--- src/inc/cras_pkg.sv ---
// Constants and types for the configuration register access-attribute bank.
// Assumes a 32-bit configuration data path with byte enables and a core clock.
package cras_pkg;
  localparam int          ADDR_W           = 6;
  localparam int          DATA_W           = 32;
  localparam int          NUM_REGS         = 4;
  // Register indices (dword addresses)
  localparam logic [5:0]  IDX_CTRL         = 6'h00;
  localparam logic [5:0]  IDX_STATUS       = 6'h01;
  localparam logic [5:0]  IDX_ONCE         = 6'h02;
  localparam logic [5:0]  IDX_CONFIG_ADDR  = 6'h03;
  // Per-register attribute masks
  localparam logic [31:0] CTRL_RW_MASK     = 32'h0000_00ff;
  localparam logic [31:0] CTRL_LOCKED_MASK = 32'h0000_ff00;
  localparam int          CTRL_LOCK_BIT    = 31;
  localparam logic [31:0] CTRL_RESET       = 32'h0000_0000;
  localparam logic [31:0] CTRL_WARM_KEEP   = 32'h0000_000f;
  localparam logic [31:0] STATUS_RO_MASK   = 32'h0000_00ff;
  localparam logic [31:0] STATUS_WC_MASK   = 32'h00ff_0000;
  localparam logic [31:0] ONCE_MASK        = 32'h0000_ffff;
  localparam logic [31:0] ONCE_RESET       = 32'h0000_0000;
  localparam logic [31:0] CFGA_MASK        = 32'h80ff_fffc;
  localparam logic [31:0] CFGA_RESET       = 32'h0000_0000;
  localparam int          STRAP_W          = 2;
  localparam int          STRAP_POS        = 16;
  localparam logic [31:0] RSVD_VALUE       = 32'h0000_0000;

  typedef struct packed {
    logic              valid;
    logic              write;
    logic [ADDR_W-1:0] index;
    logic [3:0]        byte_en;
    logic [DATA_W-1:0] wdata;
  } cras_req_type;

  typedef struct packed {
    logic              done;
    logic [DATA_W-1:0] rdata;
  } cras_rsp_type;
endpackage

--- src/cras_bank.sv ---
// Configuration register bank with read-only, read/write, lockable,
// write-one-to-clear and write-once fields, and reserved locations.
// Assumes requests are synchronous single-cycle strobes from the host decoder.
`timescale 1ns/100ps
// Summary of operation
// - Read-only fields ignore every write
// - Read/write fields store and return writes
// - Lockable fields freeze once lock bit set
// - Writing one clears bit, zero leaves it
// - Write-once bits accept only first write
// - Reserved locations still complete access
// - Reserved locations discard all writes
// - Reset loads minimal boot defaults
// - Some defaults come from strap pins
// - Byte, word, dword access; address dword only
// - Multi-byte fields are little-endian
// - Warm reset keeps designated bits
module cras_bank (
  input  wire logic                         i_clk_sys,
  input  wire logic                         i_rst_n,
  input  wire logic                         i_pwr_ok,
  input  wire logic [cras_pkg::STRAP_W-1:0] i_strap,
  input  wire logic [7:0]                   i_status_event,
  input  wire logic [7:0]                   i_status_live,
  input  wire cras_pkg::cras_req_type       i_req,
  output cras_pkg::cras_rsp_type            o_rsp,
  output logic [31:0]                       o_ctrl,
  output logic [31:0]                       o_once,
  output logic [31:0]                       o_cfg_addr
);
  // Register contents
  logic [31:0] ctrl;
  logic [31:0] status;
  logic [31:0] once;
  logic [15:0] once_done;
  logic [31:0] cfg_addr;

  // Request decode and masks
  logic [31:0] strap_default;
  logic [31:0] wmask;
  logic [31:0] wr_ones;
  logic [31:0] ctrl_lock_mask;
  logic [31:0] ctrl_write_mask;
  logic [31:0] ctrl_read_mask;
  logic [31:0] status_read_mask;
  logic [7:0]  status_clear;
  logic        wr_any;
  logic        wr_ctrl;
  logic        wr_status;
  logic        wr_once;
  logic        wr_cfga;
  logic        full_reset;
  logic        cfga_dword;
  logic        ctrl_locked;

  // Read path
  logic [31:0] next_rdata;
  logic [31:0] rsp_rdata;
  logic        rsp_done;

  // Power-good low during reset means a full reset
  assign full_reset = !i_rst_n && !i_pwr_ok;

  // Byte lane n covers data bits 8n+7 down to 8n
  for (genvar b = 0; b < 4; b++)
  begin : g_lane
    assign wmask[8*b+7:8*b] = {8{i_req.byte_en[b]}};
  end

  assign wr_ones = i_req.wdata & wmask;

  // Only the four mapped indices decode; other writes fall away
  assign wr_any = i_req.valid && i_req.write;
  assign wr_ctrl = wr_any && (i_req.index == cras_pkg::IDX_CTRL);
  assign wr_status = wr_any && (i_req.index == cras_pkg::IDX_STATUS);
  assign wr_once = wr_any && (i_req.index == cras_pkg::IDX_ONCE);
  assign cfga_dword = (i_req.byte_en == 4'hf);
  assign wr_cfga = wr_any && (i_req.index == cras_pkg::IDX_CONFIG_ADDR) && cfga_dword;

  // Strap level becomes the status default
  assign strap_default = 32'(i_strap) << cras_pkg::STRAP_POS;

  // Lockable byte and lock bit leave the write mask once locked
  assign ctrl_locked = ctrl[cras_pkg::CTRL_LOCK_BIT];
  assign ctrl_lock_mask = 32'h0000_0001 << cras_pkg::CTRL_LOCK_BIT;
  assign ctrl_write_mask = cras_pkg::CTRL_RW_MASK
                           | (ctrl_locked ? 32'h0000_0000 : (cras_pkg::CTRL_LOCKED_MASK | ctrl_lock_mask));
  assign ctrl_read_mask = cras_pkg::CTRL_RW_MASK | cras_pkg::CTRL_LOCKED_MASK | ctrl_lock_mask;
  assign status_read_mask = cras_pkg::STATUS_RO_MASK | cras_pkg::STATUS_WC_MASK;
  // Ones written to the sticky byte clear it
  assign status_clear = wr_status ? wr_ones[23:16] : 8'h00;

  // Control register
  always_ff @(posedge i_clk_sys)
  begin
    if (!i_rst_n)
    begin
      if (full_reset)
      begin
        ctrl <= cras_pkg::CTRL_RESET;
      end
      else
      begin
        ctrl <= (ctrl & cras_pkg::CTRL_WARM_KEEP) | (cras_pkg::CTRL_RESET & ~cras_pkg::CTRL_WARM_KEEP);
      end
    end
    else if (wr_ctrl)
    begin
      ctrl <= (ctrl & ~(wmask & ctrl_write_mask)) | (wr_ones & ctrl_write_mask);
    end
  end

  // Status: live read-only byte, sticky event byte, reserved bytes
  // Event set wins over a clear in the same cycle
  always_ff @(posedge i_clk_sys)
  begin
    if (!i_rst_n)
    begin
      status <= strap_default;
    end
    else
    begin
      status[7:0] <= i_status_live;
      status[15:8] <= 8'h00;
      status[23:16] <= i_status_event | (status[23:16] & ~status_clear);
      status[31:24] <= 8'h00;
    end
  end

  // Write-once bits; done flags cleared only by a full reset
  always_ff @(posedge i_clk_sys)
  begin
    if (full_reset)
    begin
      once <= cras_pkg::ONCE_RESET;
      once_done <= 16'h0000;
    end
    else if (i_rst_n && wr_once)
    begin
      for (int i = 0; i < 16; i++)
      begin
        if (wmask[i] && !once_done[i])
        begin
          once[i] <= i_req.wdata[i];
          once_done[i] <= 1'b1;
        end
      end
    end
  end

  // Configuration address, taken only as a whole dword
  always_ff @(posedge i_clk_sys)
  begin
    if (!i_rst_n)
    begin
      cfg_addr <= cras_pkg::CFGA_RESET;
    end
    else if (wr_cfga)
    begin
      cfg_addr <= i_req.wdata & cras_pkg::CFGA_MASK;
    end
  end

  // Read decode; reserved bits and locations answer a constant
  always_comb
  begin
    next_rdata = cras_pkg::RSVD_VALUE;
    if (i_req.index == cras_pkg::IDX_CTRL)
    begin
      next_rdata = ctrl & ctrl_read_mask;
    end
    else if (i_req.index == cras_pkg::IDX_STATUS)
    begin
      next_rdata = status & status_read_mask;
    end
    else if (i_req.index == cras_pkg::IDX_ONCE)
    begin
      next_rdata = once & cras_pkg::ONCE_MASK;
    end
    else if (i_req.index == cras_pkg::IDX_CONFIG_ADDR)
    begin
      if (cfga_dword)
      begin
        next_rdata = cfg_addr;
      end
    end
    else
    begin
      next_rdata = cras_pkg::RSVD_VALUE;
    end
  end

  // Completion for every index, mapped or not
  always_ff @(posedge i_clk_sys)
  begin
    if (!i_rst_n)
    begin
      rsp_done <= 1'b0;
    end
    else
    begin
      rsp_done <= i_req.valid;
    end
  end

  // Read data register
  always_ff @(posedge i_clk_sys)
  begin
    if (!i_rst_n)
    begin
      rsp_rdata <= cras_pkg::RSVD_VALUE;
    end
    else
    begin
      rsp_rdata <= next_rdata;
    end
  end

  // Outputs
  assign o_rsp = {rsp_done, rsp_rdata};
  assign o_ctrl = ctrl;
  assign o_once = once;
  assign o_cfg_addr = cfg_addr;
endmodule

--- config.mk ---
export PLATFORM = sky130hd
export DESIGN_NAME = cras_bank
export DESIGN_NICKNAME = d
export VERILOG_FILES = /design/src/inc/cras_pkg.sv /design/src/cras_bank.sv
export SDC_FILE = /design/constraint.sdc
export NUM_CORES = 1
export LEC_CHECK = 0
export BUFFER_PORTS_ARGS = -buffer_cell sky130_fd_sc_hd__buf_2
export CORE_UTILIZATION = 53
export DETAILED_ROUTE_END_ITERATION = 8
export MAX_ROUTING_LAYER = met4
export PLACE_DENSITY_LB_ADDON = 0.05
export SYNTH_ARGS = -nofsm -noshare
export SYNTH_HDL_FRONTEND = slang
export SYNTH_SLANG_ARGS = --single-unit
--- constraint.sdc ---
create_clock -name i_clk_sys -period 6.8 [get_ports i_clk_sys]
set_input_delay 0.34 -clock i_clk_sys [delete_from_list [all_inputs] [get_ports i_clk_sys]]
set_output_delay 0.34 -clock i_clk_sys [all_outputs]
set_load 0.1 [all_outputs]
== Word-level counts from Yosys, hierarchy flattened ==
Index checks and enable logic that the tools add are counted.

* Equal/unequal tests: 5
* Mux-type cells: 11
* Bitwise logic cells: 10
* Reduce and logical (&&, ||, !) cells: 62

{| class="wikitable"
|+ Operators by type and width
! cell !! count
|-
| 32-bit two-way mux || 8
|-
| 32-bit bitwise AND || 4
|-
| 2-bit AND reduction || 17
|-
| 32-bit inverter || 1
|-
| 32-bit bitwise OR || 1
|-
| 1-bit logical AND || 24
|-
| 1-bit zero test || 18
|-
| 18-bit two-way mux || 1
|-
| 6-bit by 2-bit == test with 1-bit output, second input constant || 2
|-
| 8-bit bitwise AND || 1
|-
| 8-bit two-way mux || 1
|-
| 8-bit inverter || 1
|-
| 8-bit bitwise OR || 1
|-
| 6-bit by 1-bit == test with 1-bit output, second input constant || 1
|-
| 6-bit zero test || 1
|-
| 4-bit == test, second input constant || 1
|-
| 4-bit two-way mux || 1
|-
| 2-bit by 1-bit != test with 1-bit output, second input constant || 1
|-
| 2-bit nonzero test || 1
|-
| 2-bit OR reduction || 1
|-
| 1-bit inverter || 1
|}

* Register bits: 137
* Input port bits: 65
* Word-level logic and storage cells: 128

== Depth between registers and ports, before layout ==
* Depth in word-level cells: 7
* Mapped depth: 6
* Gate-level depth less buffers: 3

== Worst setup path before layout ==
Ideal clock, no wire load.

* Path kind: input port to flip-flop
* From: in i_req[41] (netlist bit)
* To: reg ctrl[10], in the netlist o_ctrl[10] (enable)
* Setup time: 0.404 ns
* Data arrival time: 2.306 ns
* Slack: 4.090 ns
* Stages: 4
* Path buffers: 2
* Cell sequence: or4_4 > buf_6 > clkbuf_1 > o31ai_1

* Longest elaborated chain between the ends: 3

{| class="wikitable"
|+ RTL lines
! item !! line !! source
|-
| from (decl) || cras_bank.sv:25 || <nowiki>input wire cras_pkg::cras_req_type i_req,</nowiki>
|-
| 6-bit zero test || cras_bank.sv:74 || <nowiki>assign wr_ctrl = wr_any && (i_req.index == cras_pkg::IDX_CTRL);</nowiki>
|-
| 1-bit logical AND || cras_bank.sv:74 ||
|-
| 2-bit by 1-bit != test with 1-bit output (no line) || n/a ||
|-
| to (signal assigned) || cras_bank.sv:100 || <nowiki>ctrl <= cras_pkg::CTRL_RESET;</nowiki>
|-
| to (signal assigned) || cras_bank.sv:104 || <nowiki>ctrl <= (ctrl & cras_pkg::CTRL_WARM_KEEP) | (cras_pkg::CTRL_RESET & ~cras_pkg::CTRL_WARM_KEEP);</nowiki>
|-
| to (signal assigned) || cras_bank.sv:109 || <nowiki>ctrl <= (ctrl & ~(wmask & ctrl_write_mask)) | (wr_ones & ctrl_write_mask);</nowiki>
|-
| to (decl) || cras_bank.sv:32 || <nowiki>logic [31:0] ctrl;</nowiki>
|}

Every way passes these cells.
A chain may end at the register's enable or synchronous reset.

== Worst setup path in the final report ==
* From: in i_rst_n
* To: reg ctrl[2], in the netlist o_ctrl[2] (enable)

* Longest elaborated chain between the ends: 4
* Elaborated cells between the ends (all ways): 5

{| class="wikitable"
|+ RTL lines
! item !! line !! source
|-
| from (decl) || cras_bank.sv:20 || <nowiki>input wire logic i_rst_n,</nowiki>
|-
| 1-bit zero test || n/a ||
|-
| 1-bit logical AND || cras_bank.sv:62 || <nowiki>assign full_reset = !i_rst_n && !i_pwr_ok;</nowiki>
|-
| 2-bit nonzero test (no line) || n/a ||
|-
| 2-bit AND reduction (no line) * || n/a ||
|}

Every way passes the cells marked *; elsewhere a longest branch is shown, timed or not.

==> metrics <==
outcome finished clean; Vias per Instance 5.346; Yosys cell types 36; IO Pins ~190; fraction of layout cells with a size suffix above 1 27.49%; fin cells ~800; sequential share of power 41.4%; clock slew at reported path FFs approximately 0.06 ns; Max Freq 440.9 MHz; relative max-transition margin 38.16%; largest net degree at the start of global routing 60; number of instances in the placed design 759; antenna violations before repair 0; Req. time, crit path 6.98 ns; Cells after Synth 525; top-count cell post-synth dfxtp_1; die area 9942 um2; DR vias 4234; leading area contributor after synthesis dfxtp_1; RSZ-0062 raised after global routing false; post_cts resized 0; Mean Syn Cell Area 9.638 um2; core box area about 9200 um2; CP startpoint kind primary input; Starting Density 54.76%; post-synthesis cell area 5060 um2; Net Sw Frac a little under a third; Area Growth Syn to Fin 20.62%; port bufs 139; maximum vdd drop between 0.0001 and 0.00015 V; cts hold-fix bufs 0; global-route wire length before repair between 15000 and 20000 um; reg-to-reg endpoint o_ctrl[9]$_SDFFCE_PN0P_; final global-route overflow total 0; Initial DRT Pass Iterations 5; clock power share a little over two fifths; Cell Pwr Density roughly 280 nW/um2; max-slew violations 0; CP arrival 2.44 ns; initial DRC count 222; Leak 0.002684 uW; routability-driven placement congestion ratio approximately 0.81; EDFF count, synth 17; # DRC 0; number of synthesis warnings 0; Tcrit/Tclk final around a third; RR Startpoint o_ctrl[31]$_SDFFCE_PN0P_; ys async rst share 0%; Seq/Total Area, Yosys 48.47%; overall power 1709 uW; Synth Flop Type dfxtp_1; R2R Setup Slk 5.32 ns; Worst Setup End Kind register; Register-to-Register Path Depth 3; vias in the first global route around 3900; setup violators final 0; H-tree levels 4; register bit total from synthesis ~110; synth top area cells dfxtp_1 (38%), mux2i_1 (11%), edfxtp_1 (10%); combinational share of power 15.7%; postcts setup bufs 0; Root Driver clkbuf_8; Worst Setup Path Type in2reg; CP endpoint o_ctrl[2]$_SDFFCE_PN0P_; Total Routing Usage GR between 20% and 30%; Setup Skew roughly 0.0079 ns; Min-Delay Path Class in2reg; final net count 714; Setup TNS 0 ns; CTS tree yes; DP HPWL 8589 um; worst-case clock buffer depth 2; Routed WL 12750 um; chip height 99.71 um; drt wl/cell 16.10 um; total clock sinks between 100 and 150; Chip Width 99.71 um; commonest cells in the netlist dfxtp_1 (97), nand2_1 (82), mux2i_1 (57), buf_4 (48), clkbuf_1 (22); share of the synthesized area in the top cell type 38.38%; site row count 35; crit path launch i_rst_n; internal power ~1200 uW; final hold vios 0; crit path max fanout 59; crit path time final ~2.3 ns; Post-DRT Antenna Nets 0; Clock Latency Late Sink ~0.51 ns; cts bufs inserted 17; switching pwr 533.9 uW; max cap viols 0; worst-margin pin slew just over 0.9 ns
==> registers in the layout, indices dropped and copies added (netlist names) <==
| name | flops |
|---|---|
| o_cfg_addr | 23 |
| status | 16 |
| rsp_done | 1 |
| o_once | 16 |
| rsp_rdata | 25 |
| once_done | 16 |
| o_ctrl | 17 |
==> cells in the final DEF (no fill, tap or decap), types with 6 or more instances in the layout <==
cell / instances
and2_1: 10
nand4_1: 10
mux2i_1: 57
clkbuf_16: 16
clkinv_2: 6
a211oi_1: 6
nand2b_1: 9
a311oi_1: 6
conb_1: 47
a21oi_1: 14
o21a_1: 16
nor2_1: 20
a31oi_1: 6
buf_2: 139
and4_1: 9
nor4_1: 16
edfxtp_1: 17
inv_1: 8
a221o_1: 8
nor2b_1: 8
nand2_1: 82
nand3_1: 14
dfxtp_1: 97
o21ai_0: 6
==> worst min-delay path by stage <==
stage	slack, ns	from	to	cells past startpoint
floorplan	0.42	status[0]$_SDFF_PN0_	rsp_rdata[0]$_SDFF_PN0_	2
global placement	0.43	status[1]$_SDFF_PN0_	rsp_rdata[1]$_SDFF_PN0_	2
detailed placement	0.43	status[1]$_SDFF_PN0_	rsp_rdata[1]$_SDFF_PN0_	2
CTS	0.007	i_req[18]	status[18]$_SDFF_PN0_	2
global route	0.02	i_status_live[1]	status[1]$_SDFF_PN0_	2
finish	0.03	i_req[18]	status[18]$_SDFF_PN0_	2
==> kinds of logic (layout without fill, tap and decap cells) <==
family	after synthesis	count (layout)	share of synthesized area [%]
compound gates	67	67	9.248
other cells	1	48	0.07411
flops	114	114	48.47
simple gates	193	193	19.93
mux	57	57	11.28
buf+inv	93	184	11.00
==> metal layers <==
layer / global-route usage (%) / vias up / wire length [um]
met5: - / - / 0
met4: 6.787 / 0 / 97
met3: 6.535 / 8 / 801
met2: 42.18 / 174 / 6123
met1: 34.96 / 2046 / 5727
li1: - / 2006 / -
==> power by group through the flow <==
stage	clock, uW	sequential, uW	combinational, uW
after global routing	779	709	280
final	733	708	268
after detailed placement	0	722	266
after global placement	0	722	264
after floorplan	0	773	193
after CTS	743	708	267
==> worst max-delay path, stage by stage <==
cell	delay (ns)
buf_2	0.34
buf_4	0.53
or2_2	0.78
o31ai_1	0.39
==> layout make-up <==
class | count | area [um2]
inverter | 9 | 33.78
sequential | 114 | 2452
tap | 129 | 161.4
multi-input combinational | 364 | 2235
clock inverter | 13 | 71.32
antenna | 1 | 2.502
clock buffer | 19 | 421.7
fill | 796 | 3137
timing repair buffer | 143 | 725.7
==> through the flow <==
stage / instance area, um2 / utilization [%] / worst slack (ns) / hold WS [ns]
after floorplan: 5233 / - / 4.090 / 0.4218
after global placement: 5608 / 60.69 / 4.086 / 0.4309
after detailed placement: 5608 / 60.69 / 4.017 / 0.4341
after CTS: 6101 / 66.03 / 4.553 / 0.006991
after global routing: 6101 / 66.03 / 4.312 / 0.01730
final: 6103 / 66.05 / 4.532 / 0.02614
Note: power is estimated with default switching activity, not from simulation.
